$ cat src/hw/afe_regs.vh
// register selects, field positions and power-up values of the afe control bank
`ifndef AFE_REGS_VH
`define AFE_REGS_VH
`define AFE_SEL_RED_GAIN 3'h0
`define AFE_SEL_RED_OFS 3'h1
`define AFE_SEL_GRN_GAIN 3'h2
`define AFE_SEL_GRN_OFS 3'h3
`define AFE_SEL_BLU_GAIN 3'h4
`define AFE_SEL_BLU_OFS 3'h5
`define AFE_SEL_MODE 3'h6
`define AFE_SEL_MODE_TEST 3'h7
`define AFE_GAIN_RST 8'h00
`define AFE_OFS_RST 8'h40
`define AFE_MODE_RST 8'h00
`define AFE_MTEST_RST 8'h00
`define AFE_MODE_PDN 7
`define AFE_MODE_SRST 6
`define AFE_MODE_VRT 5
`define AFE_MODE_DCREF 4
`define AFE_MODE_AC 3
`define AFE_MODE_POL 2
`define AFE_MT_T5 7
`define AFE_MT_ODIS 6
`define AFE_MT_DACR 5
`define AFE_MT_CISREF 4
`define AFE_MT_T4 3
`define AFE_MT_T3 2
`define AFE_MT_T2 1
`define AFE_MT_T1 0
`define AFE_WORD_BITS 11
`define AFE_CFG_RED 2'h1
`endif

$ cat src/hw/afe_serial_rx.v
// serial word receiver: shifts 11 bits while load is low, pulses on load rise
`timescale 1ns/1ps
module afe_serial_rx (
  input wire CLK_SYS,
  input wire RST_N,
  input wire SCLK,
  input wire SDATA,
  input wire LOAD,
  output reg WR_STB,
  output reg [2:0] WR_SEL,
  output reg [7:0] WR_DATA
);
`include "afe_regs.vh"
  reg sclk_q;
  reg load_q;
  reg [10:0] shift_q;
  always @(posedge CLK_SYS) begin
    if (!RST_N) begin
      sclk_q <= 1'b0;
      load_q <= 1'b1;
      shift_q <= 11'h000;
      WR_STB <= 1'b0;
      WR_SEL <= 3'h0;
      WR_DATA <= 8'h00;
    end else begin
      sclk_q <= SCLK;
      load_q <= LOAD;
      WR_STB <= 1'b0;
      // msb first, so after 11 bits the select sits on top
      if (!LOAD && SCLK && !sclk_q) begin
        shift_q <= {shift_q[9:0], SDATA};
      end
      if (LOAD && !load_q) begin
        WR_STB <= 1'b1;
        WR_SEL <= shift_q[10:8];
        WR_DATA <= shift_q[7:0];
      end
    end
  end
endmodule // afe_serial_rx

$ cat src/hw/afe_ctrl_bank.v
// afe control register bank: serial load, mode and mode/test decode
`timescale 1ns/1ps
// How it works
// - mode bit 7 high puts logic into power-down, low is normal.
// - writing soft reset bit as 1 restores every register's power-up value.
// - top reference: 0 internal, 1 external.
// - dc reference: 0 analog ground, 1 external dc reference pin.
// - polarity: 0 non-inverted, 1 inverted input.
// - config 01 red only; 10 and 11 cycle red, green, blue.
// - offset dac range: 0 gives -200..+600mV, 1 gives -400..+400mV.
// - contact sensor reference circuit enabled when its bit is 1.
// - test bit four ties buffer output to blue input.
// - test bit three ties amplifier output to external dc pin.
// - test bit two ties converter input to green input.
// - serial word: three select bits then eight data bits.
module afe_ctrl_bank (
  input wire CLK_SYS,
  input wire RST_N,
  input wire SCLK,
  input wire SDATA,
  input wire LOAD,
  output reg [5:0] RED_GAIN,
  output reg [5:0] GRN_GAIN,
  output reg [5:0] BLU_GAIN,
  output reg [7:0] RED_OFFSET,
  output reg [7:0] GRN_OFFSET,
  output reg [7:0] BLU_OFFSET,
  output reg POWER_DOWN,
  output reg TOP_REFERENCE_SELECT,
  output reg INPUT_DC_REFERENCE,
  output reg AC_COUPLED,
  output reg INVERTED_POLARITY,
  output reg [1:0] SIGNAL_CONFIG,
  output reg TRIPLE_CHANNEL,
  output reg OFFSET_RANGE_SYM,
  output reg CIS_REFERENCE_EN,
  output reg BUFFER_TO_BLUE_TEST,
  output reg AMP_TO_EXTREF_TEST,
  output reg CONVERTER_FROM_GREEN_TEST,
  output reg FIRST_TEST_ENABLE,
  output reg RESERVED_TEST_BIT_HIGH,
  output reg DATA_OUT_EN
);
`include "afe_regs.vh"
  wire wr_stb;
  wire [2:0] wr_sel;
  wire [7:0] wr_data;
  reg [7:0] mode_q;
  reg [7:0] mtest_q;
  reg [7:0] gain_q [0:2];
  reg [7:0] ofs_q [0:2];
  integer i;

  afe_serial_rx u_rx (
    .CLK_SYS(CLK_SYS),
    .RST_N(RST_N),
    .SCLK(SCLK),
    .SDATA(SDATA),
    .LOAD(LOAD),
    .WR_STB(wr_stb),
    .WR_SEL(wr_sel),
    .WR_DATA(wr_data)
  );

  // register kinds reached by the three select bits
  localparam KIND_GAIN = 2'h0;
  localparam KIND_OFS = 2'h1;
  localparam KIND_MODE = 2'h2;
  localparam KIND_MTEST = 2'h3;

  // the two mode words sit on top, gains even and offsets odd below
  function [1:0] sel_kind;
    input [2:0] sel;
    begin
      if (sel == `AFE_SEL_MODE) begin
        sel_kind = KIND_MODE;
      end else if (sel == `AFE_SEL_MODE_TEST) begin
        sel_kind = KIND_MTEST;
      end else if (sel[0]) begin
        sel_kind = KIND_OFS;
      end else begin
        sel_kind = KIND_GAIN;
      end
    end
  endfunction

  function sel_is_mode;
    input [2:0] sel;
    begin
      sel_is_mode = (sel_kind(sel) == KIND_MODE);
    end
  endfunction

  function sel_is_mtest;
    input [2:0] sel;
    begin
      sel_is_mtest = (sel_kind(sel) == KIND_MTEST);
    end
  endfunction

  function sel_is_ofs;
    input [2:0] sel;
    begin
      sel_is_ofs = (sel_kind(sel) == KIND_OFS);
    end
  endfunction

  function sel_is_gain;
    input [2:0] sel;
    begin
      sel_is_gain = (sel_kind(sel) == KIND_GAIN);
    end
  endfunction

  // the upper two select bits name the colour channel
  function sel_hits_chan;
    input [2:0] sel;
    input [1:0] chan;
    begin
      sel_hits_chan = (sel[2:1] == chan);
    end
  endfunction

  // power-down loses coupling and channel sequencing, keeps the rest
  function [7:0] mode_filter;
    input [7:0] word;
    begin
      mode_filter = word;
      if (word[`AFE_MODE_PDN]) begin
        mode_filter[`AFE_MODE_AC] = 1'b0;
        mode_filter[1:0] = 2'b00;
      end
    end
  endfunction

  // gain words carry six bits on top, the low two are unused
  function [5:0] gain_field;
    input [7:0] word;
    begin
      gain_field = word[7:2];
    end
  endfunction

  // codes 10 and 11 both run the three-colour sequence
  function cfg_is_triple;
    input [1:0] cfg;
    begin
      cfg_is_triple = cfg[1];
    end
  endfunction

  // drivers also off in power-down
  function drivers_on;
    input [7:0] mode;
    input [7:0] mtest;
    begin
      drivers_on = !mtest[`AFE_MT_ODIS] &&
        !mode[`AFE_MODE_PDN];
    end
  endfunction

  // one-cycle write enables per register kind
  wire soft_rst;
  assign soft_rst = wr_stb && sel_is_mode(wr_sel) &&
    wr_data[`AFE_MODE_SRST];
  wire mode_wr;
  assign mode_wr = wr_stb && sel_is_mode(wr_sel);
  wire mtest_wr;
  assign mtest_wr = wr_stb && sel_is_mtest(wr_sel);
  wire ofs_wr;
  assign ofs_wr = wr_stb && sel_is_ofs(wr_sel);
  wire gain_wr;
  assign gain_wr = wr_stb && sel_is_gain(wr_sel);
  reg [7:0] mode_d;
  reg [7:0] mtest_d;
  // next values of the control outputs
  reg pdn_d;
  reg vrt_d;
  reg dcref_d;
  reg ac_d;
  reg pol_d;
  reg [1:0] cfg_d;
  reg triple_d;
  reg dacr_d;
  reg cisref_d;
  reg blue_test_d;
  reg extref_test_d;
  reg green_test_d;
  reg first_test_d;
  reg rsv_test_d;
  reg oe_d;

  // soft reset word itself is not stored: all go to power-up values
  always @* begin
    mode_d = mode_q;
    mtest_d = mtest_q;
    if (soft_rst) begin
      mode_d = `AFE_MODE_RST;
      mtest_d = `AFE_MTEST_RST;
    end else if (mode_wr) begin
      mode_d = mode_filter(wr_data);
    end else if (mtest_wr) begin
      mtest_d = wr_data;
    end
  end

  always @(posedge CLK_SYS) begin
    if (!RST_N) begin
      mode_q <= `AFE_MODE_RST;
      mtest_q <= `AFE_MTEST_RST;
    end else begin
      mode_q <= mode_d;
      mtest_q <= mtest_d;
    end
  end

  // gain and offset words, one of each per colour channel
  always @(posedge CLK_SYS) begin
    if (!RST_N || soft_rst) begin
      for (i = 0; i < 3; i = i + 1) begin
        gain_q[i] <= `AFE_GAIN_RST;
        ofs_q[i] <= `AFE_OFS_RST;
      end
    end else if (ofs_wr) begin
      for (i = 0; i < 3; i = i + 1) begin
        if (sel_hits_chan(wr_sel, i[1:0])) begin
          ofs_q[i] <= wr_data;
        end
      end
    end else if (gain_wr) begin
      for (i = 0; i < 3; i = i + 1) begin
        if (sel_hits_chan(wr_sel, i[1:0])) begin
          gain_q[i] <= wr_data;
        end
      end
    end
  end

  always @* begin
    pdn_d = mode_q[`AFE_MODE_PDN];
    vrt_d = mode_q[`AFE_MODE_VRT];
    dcref_d = mode_q[`AFE_MODE_DCREF];
    ac_d = mode_q[`AFE_MODE_AC];
    pol_d = mode_q[`AFE_MODE_POL];
    cfg_d = mode_q[1:0];
    triple_d = cfg_is_triple(mode_q[1:0]);
    dacr_d = mtest_q[`AFE_MT_DACR];
    cisref_d = mtest_q[`AFE_MT_CISREF];
    blue_test_d = mtest_q[`AFE_MT_T4];
    extref_test_d = mtest_q[`AFE_MT_T3];
    green_test_d = mtest_q[`AFE_MT_T2];
    first_test_d = mtest_q[`AFE_MT_T1];
    rsv_test_d = mtest_q[`AFE_MT_T5];
    oe_d = drivers_on(mode_q, mtest_q);
  end

  always @(posedge CLK_SYS) begin
    if (!RST_N) begin
      RED_GAIN <= 6'h00;
      GRN_GAIN <= 6'h00;
      BLU_GAIN <= 6'h00;
      RED_OFFSET <= `AFE_OFS_RST;
      GRN_OFFSET <= `AFE_OFS_RST;
      BLU_OFFSET <= `AFE_OFS_RST;
      POWER_DOWN <= 1'b0;
      TOP_REFERENCE_SELECT <= 1'b0;
      INPUT_DC_REFERENCE <= 1'b0;
      AC_COUPLED <= 1'b0;
      INVERTED_POLARITY <= 1'b0;
      SIGNAL_CONFIG <= 2'h0;
      TRIPLE_CHANNEL <= 1'b0;
      OFFSET_RANGE_SYM <= 1'b0;
      CIS_REFERENCE_EN <= 1'b0;
      BUFFER_TO_BLUE_TEST <= 1'b0;
      AMP_TO_EXTREF_TEST <= 1'b0;
      CONVERTER_FROM_GREEN_TEST <= 1'b0;
      FIRST_TEST_ENABLE <= 1'b0;
      RESERVED_TEST_BIT_HIGH <= 1'b0;
      DATA_OUT_EN <= 1'b0;
    end else begin
      // every output is a flip-flop loaded from its next value
      RED_GAIN <= gain_field(gain_q[0]);
      GRN_GAIN <= gain_field(gain_q[1]);
      BLU_GAIN <= gain_field(gain_q[2]);
      RED_OFFSET <= ofs_q[0];
      GRN_OFFSET <= ofs_q[1];
      BLU_OFFSET <= ofs_q[2];
      POWER_DOWN <= pdn_d;
      TOP_REFERENCE_SELECT <= vrt_d;
      INPUT_DC_REFERENCE <= dcref_d;
      AC_COUPLED <= ac_d;
      INVERTED_POLARITY <= pol_d;
      SIGNAL_CONFIG <= cfg_d;
      TRIPLE_CHANNEL <= triple_d;
      OFFSET_RANGE_SYM <= dacr_d;
      CIS_REFERENCE_EN <= cisref_d;
      BUFFER_TO_BLUE_TEST <= blue_test_d;
      AMP_TO_EXTREF_TEST <= extref_test_d;
      CONVERTER_FROM_GREEN_TEST <= green_test_d;
      FIRST_TEST_ENABLE <= first_test_d;
      RESERVED_TEST_BIT_HIGH <= rsv_test_d;
      DATA_OUT_EN <= oe_d;
    end
  end
endmodule // afe_ctrl_bank

$ cat config.mk
export PLATFORM = sky130hd
export DESIGN_NAME = afe_ctrl_bank
export DESIGN_NICKNAME = d
export VERILOG_FILES = /design/src/hw/afe_serial_rx.v /design/src/hw/afe_ctrl_bank.v
export VERILOG_INCLUDE_DIRS = /design/src /design/src/hw
export SDC_FILE = /design/constraint.sdc
export NUM_CORES = 1
export LEC_CHECK = 0
export ABC_AREA = 1
export BUFFER_PORTS_ARGS = -buffer_cell sky130_fd_sc_hd__buf_2
export CORE_ASPECT_RATIO = 0.9
export CORE_MARGIN = 4
export CORE_UTILIZATION = 56
export CTS_BUF_LIST = sky130_fd_sc_hd__clkbuf_16
export DETAILED_ROUTE_END_ITERATION = 16
export PLACE_DENSITY = 0.87
export REMOVE_ABC_BUFFERS = 1
export SLEW_MARGIN = 15
export SYNTH_ARGS = -nofsm -noshare
export SYNTH_HDL_FRONTEND = slang
export SYNTH_HIERARCHICAL = 1
export SYNTH_SLANG_ARGS = --single-unit
$ cat constraint.sdc
create_clock -name CLK_SYS -period 1.83 [get_ports CLK_SYS]
set_input_delay 0.183 -clock CLK_SYS [delete_from_list [all_inputs] [get_ports CLK_SYS]]
set_output_delay 0.183 -clock CLK_SYS [all_outputs]
set_load 0.01 [all_outputs]
# Word-level counts from Yosys, hierarchy flattened
# Memories as Yosys holds them, arrays and structs flattened. A register that Yosys moved wholly into a read port is not among the register bits.
# Cells that the tools add are included.
# word_totals
register_bits	57
ramBits	48
output_inout_bits	58
elab_cells	104
n_memories	2
# op_classes
eq_ne	7
n_mux	38
bitwise	8
n_reduce_logical	26
# memory_table
memory	depth	width	read_ports	rd_ports_with_merged_regs	write_ports	line_no	text
gain_q	3	8	3	3	3	afe_ctrl_bank.v:50	reg [7:0] gain_q [0:2];
ofs_q	3	8	3	3	3	afe_ctrl_bank.v:51	reg [7:0] ofs_q [0:2];
# op_table
cell	n
8-bit 2-to-1 mux	6
1-bit 2-to-1 mux	29
1-bit logical NOT	12
1-bit logical AND	9
2-bit equality test (second input constant)	3
3-bit equality test (second input constant)	2
2-bit 2-to-1 mux	3
1-bit OR	6
2-bit by 1-bit equality test with 1-bit output (second input constant)	2
2-bit logical NOT	2
1-bit NOT	2
2-bit AND reduction	1
2-bit OR reduction	1
1-bit logical OR	1

# Longest topological paths before layout
# depth
depth_word	10
mapped_depth	6
depth_no_buf	6

# Modules after synthesis
# Netlist, hierarchy kept.
# by_module_without_submodules
mod	n_inst	cells_each	area_per_inst_um2	seq_area_each_um2
afe_ctrl_bank	1	344	3651.0	2702.6
afe_serial_rx	1	130	933.4	500.5

# Least setup slack after synthesis
# Ideal clock, no wire load.
# synth_timing
path_kind	flip-flop to flip-flop
start	reg u_rx.WR_SEL[1]
end	mem ofs_q[1][2], in the netlist ofs_q[0][10], enable pin
t_arrival_ns	1.076
t_required_ns	1.501
slack_ns	0.426
stages_incl_launch_ff	7
synth_period_minus_slack_ns	1.404
path_cell_list	dfxtp_1 > nand2_2 > inv_1 > nand3_2 > nand2_4 > inv_2 > nand2_1
# synth_lines
item	line_no	text
from (decl)	afe_serial_rx.v:10	output reg [2:0] WR_SEL,
from (signal assigned)	afe_serial_rx.v:35	WR_SEL <= shift_q[10:8];
to (decl)	afe_ctrl_bank.v:51	

==> qor.txt <==
GRT Util Overall - 0.191
Routed Wire Length - 8560 um
Number of buffers created by CTS - 17
Port-buffer cells - 62
Via count - 3141
# diodes - 0
Global route overflow - 0
Final clock skew - 0.0111 ns
Starting density of the core - 0.571
Clock Tree Buf Depth - 2
Most common cell after layout, fill and taps aside - nand2_1
Internal cell power - 5.46 mW
Slew at the pin closest to its max-slew limit - 0.381 ns
Peak supply drop - 0.825 mV
Drt pass-1 iters - 4
Most frequent cells in the layout - nand2_1, dfxtp_1, inv_1
Crit path cell chain - nand2_2 > inv_1 > nand3_2 > nand2_4 > inv_2 > nand2_1
Worst EP arrival - 1.76 ns
Setup TNS - 0 ns
Die ar. - 9700 um^2
Slew HR - 0.746
H-tree depth - 4
Final setup fails - 0
Layout Utilization - 0.697
Largest net degree at the start of global routing - 73
Mapped Cells - 474
Reg clk slew, reported paths - 0.06 ns
CP required - 1.92 ns
Die width - 103 um
Static Leakage - 2.81 nW
Placement Cell Area - 4950 um^2
DR WL/cell - 13.0 um
Synth cell types - 22
Drt via density - 4.78
RSZ-0062 raised after global routing - false
Post-CTS Setup Repair Bufs - 0
Io pins - 63
Placer Congestion - 0.798
Nets - 550
Drt drc - 0
Syn. warnings - 6
Status - complete, no violations
Chip Height - 93.8 um
Cell Area, Synth - 4580 um^2
Fin crit period - 1.67 ns
Initial antenna violation count - 0
First-pass GRT wire length - 13800 um
Slew Limit Fails - 0
Finished layout cell area - 5600 um^2
Post-synthesis register bit count - 139
Final hold vios - 0
Clock root cell - clkbuf_16
Synthesized area per cell - 9.67 um^2
Seq pwr share - 0.473
Endpoint class of the critical path - register
Num rows - 31
Hpwl dp - 5360 um
Psw - 1.54 mW
Clock Power Share - 0.493
Switch share - 0.220
WHS - 0.158 ns
Crit path launch type - register
Hold crit path type - in -> reg
Max-cap violations - 0
Vias in the first global route - 3049
Sequential fraction of the synthesis area - 0.699
1st-iter DRT viols - 250
CTS tree - yes
Tcrit/Tclk final - 0.913
Core area - 8030 um^2
Total Power - 7.00 mW
CP Class - reg -> reg
Slowest-stage cell, CP - dfxtp_1
Clock insertion delay at the later pin of the skew report - 0.41 ns
Fmax - 599 MHz
Clock sink count - 139
Synth-to-Final Area Change - 22.1%
Layout cell share with drive strength beyond 1 - 0.199
Logic pwr share - 0.034
CP peak stage delay - 0.40 ns
Pwr per Cell Area - 1250 nW/um^2
DRT antenna net count - 0
CP max FO - 16
-- logic make-up (layout without fill, tap and decap cells) --
| kind of cell | Yosys count | after routing | synth area share |
|---|---|---|---|
| compound gates | 23 | 23 | 0.0251 |
| buf+inv | 104 | 188 | 0.0931 |
| flops | 139 | 139 | 0.699 |
| simple gates | 208 | 208 | 0.183 |
-- metal layers --
layer / share of wire / global-route usage
met1: 0.40 / 0.209
met4: 0.017 / 0.0874
met2: 0.52 / 0.328
met5: 0 / 0
met3: 0.069 / 0.0683
-- worst max-delay path, delay by kind of cell (launching register included) --
family / cells / cell delay (ns)
buffers and inverters: 2 / 0.24
DFF: 1 / 0.40
and+or+nand+nor: 4 / 0.70
-- metrics by stage --
stage | instances | worst slack, ns
floorplan | 460 | 0.368
global placement | 622 | 0.208
detailed placement | 622 | 0.125
CTS | 657 | 0.0926
global route | 657 | 0.0505
finish | 657 | 0.159
-- timing repair --
item,in CTS,in global routing
hold buffers,3,0
hold endpoints to repair,3,0
gates resized for setup,0,3
endpoints found under the setup margin,0,16
-- registers in the layout, indices dropped and copies added (netlist names), 2 cells and up --
register	count
BLU_GAIN	6
BLU_OFFSET	8
GRN_GAIN	6
GRN_OFFSET	8
RED_GAIN	6
RED_OFFSET	8
SIGNAL_CONFIG	2
drivers_on.mode	7
drivers_on.mtest	8
gain_q	18
ofs_q	24
u_rx/WR_DATA	8
u_rx/WR_SEL	3
u_rx/shift_q	11
-- final timing paths --
kind / slack (ns) / cells past startpoint / from / endpoint
setup / recovery: 0.16 / 6 / u_rx/WR_SEL[1]$_SDFFE_PN0P_ / gain_q[0][22]$_DFFE_PP_
hold / removal: 0.16 / 3 / RST_N / BLU_GAIN[4]$_SDFF_PN0_
setup reg to reg: 0.16 / 6 / u_rx/WR_SEL[1]$_SDFFE_PN0P_ / gain_q[0][22]$_DFFE_PP_
hold reg to reg: 0.43 / 2 / drivers_on.mode[3]$_SDFFE_PP0N_ / AC_COUPLED$_SDFF_PN0_
-- power groups by stage --
stage / registers (mW) / logic, mW / clock network (mW)
global route: 3.32 / 0.273 / 3.64
CTS: 3.31 / 0.237 / 3.50
detailed placement: 3.37 / 0.230 / 0
global placement: 3.37 / 0.220 / 0
finish: 3.31 / 0.237 / 3.45
floorplan: 3.38 / 0.115 / 0
-- final cells by class --
class	instances	area (um^2)
Clock buffer	18	450
Clock inverter	14	160
Fill cell	544	2430
Inverter	90	338
Multi-Input combinational cell	231	962
Sequential cell	139	3200
Tap cell	99	124
Timing Repair Buffer	66	360
-- synth_stat cells (all sizes together) --
cell type,number,area share
nor3,1,0.0011
a21oi,12,0.013
buf,12,0.017
nand4,1,0.0014
o21ai,11,0.012
nand3,4,0.0076
edfxtp,42,0.28
dfxtp,97,0.42
or2,3,0.0041
clkbuf,2,0.0019
inv,90,0.074
nor2,68,0.059
nand2,131,0.11
(Power assumes the default switching activity.)
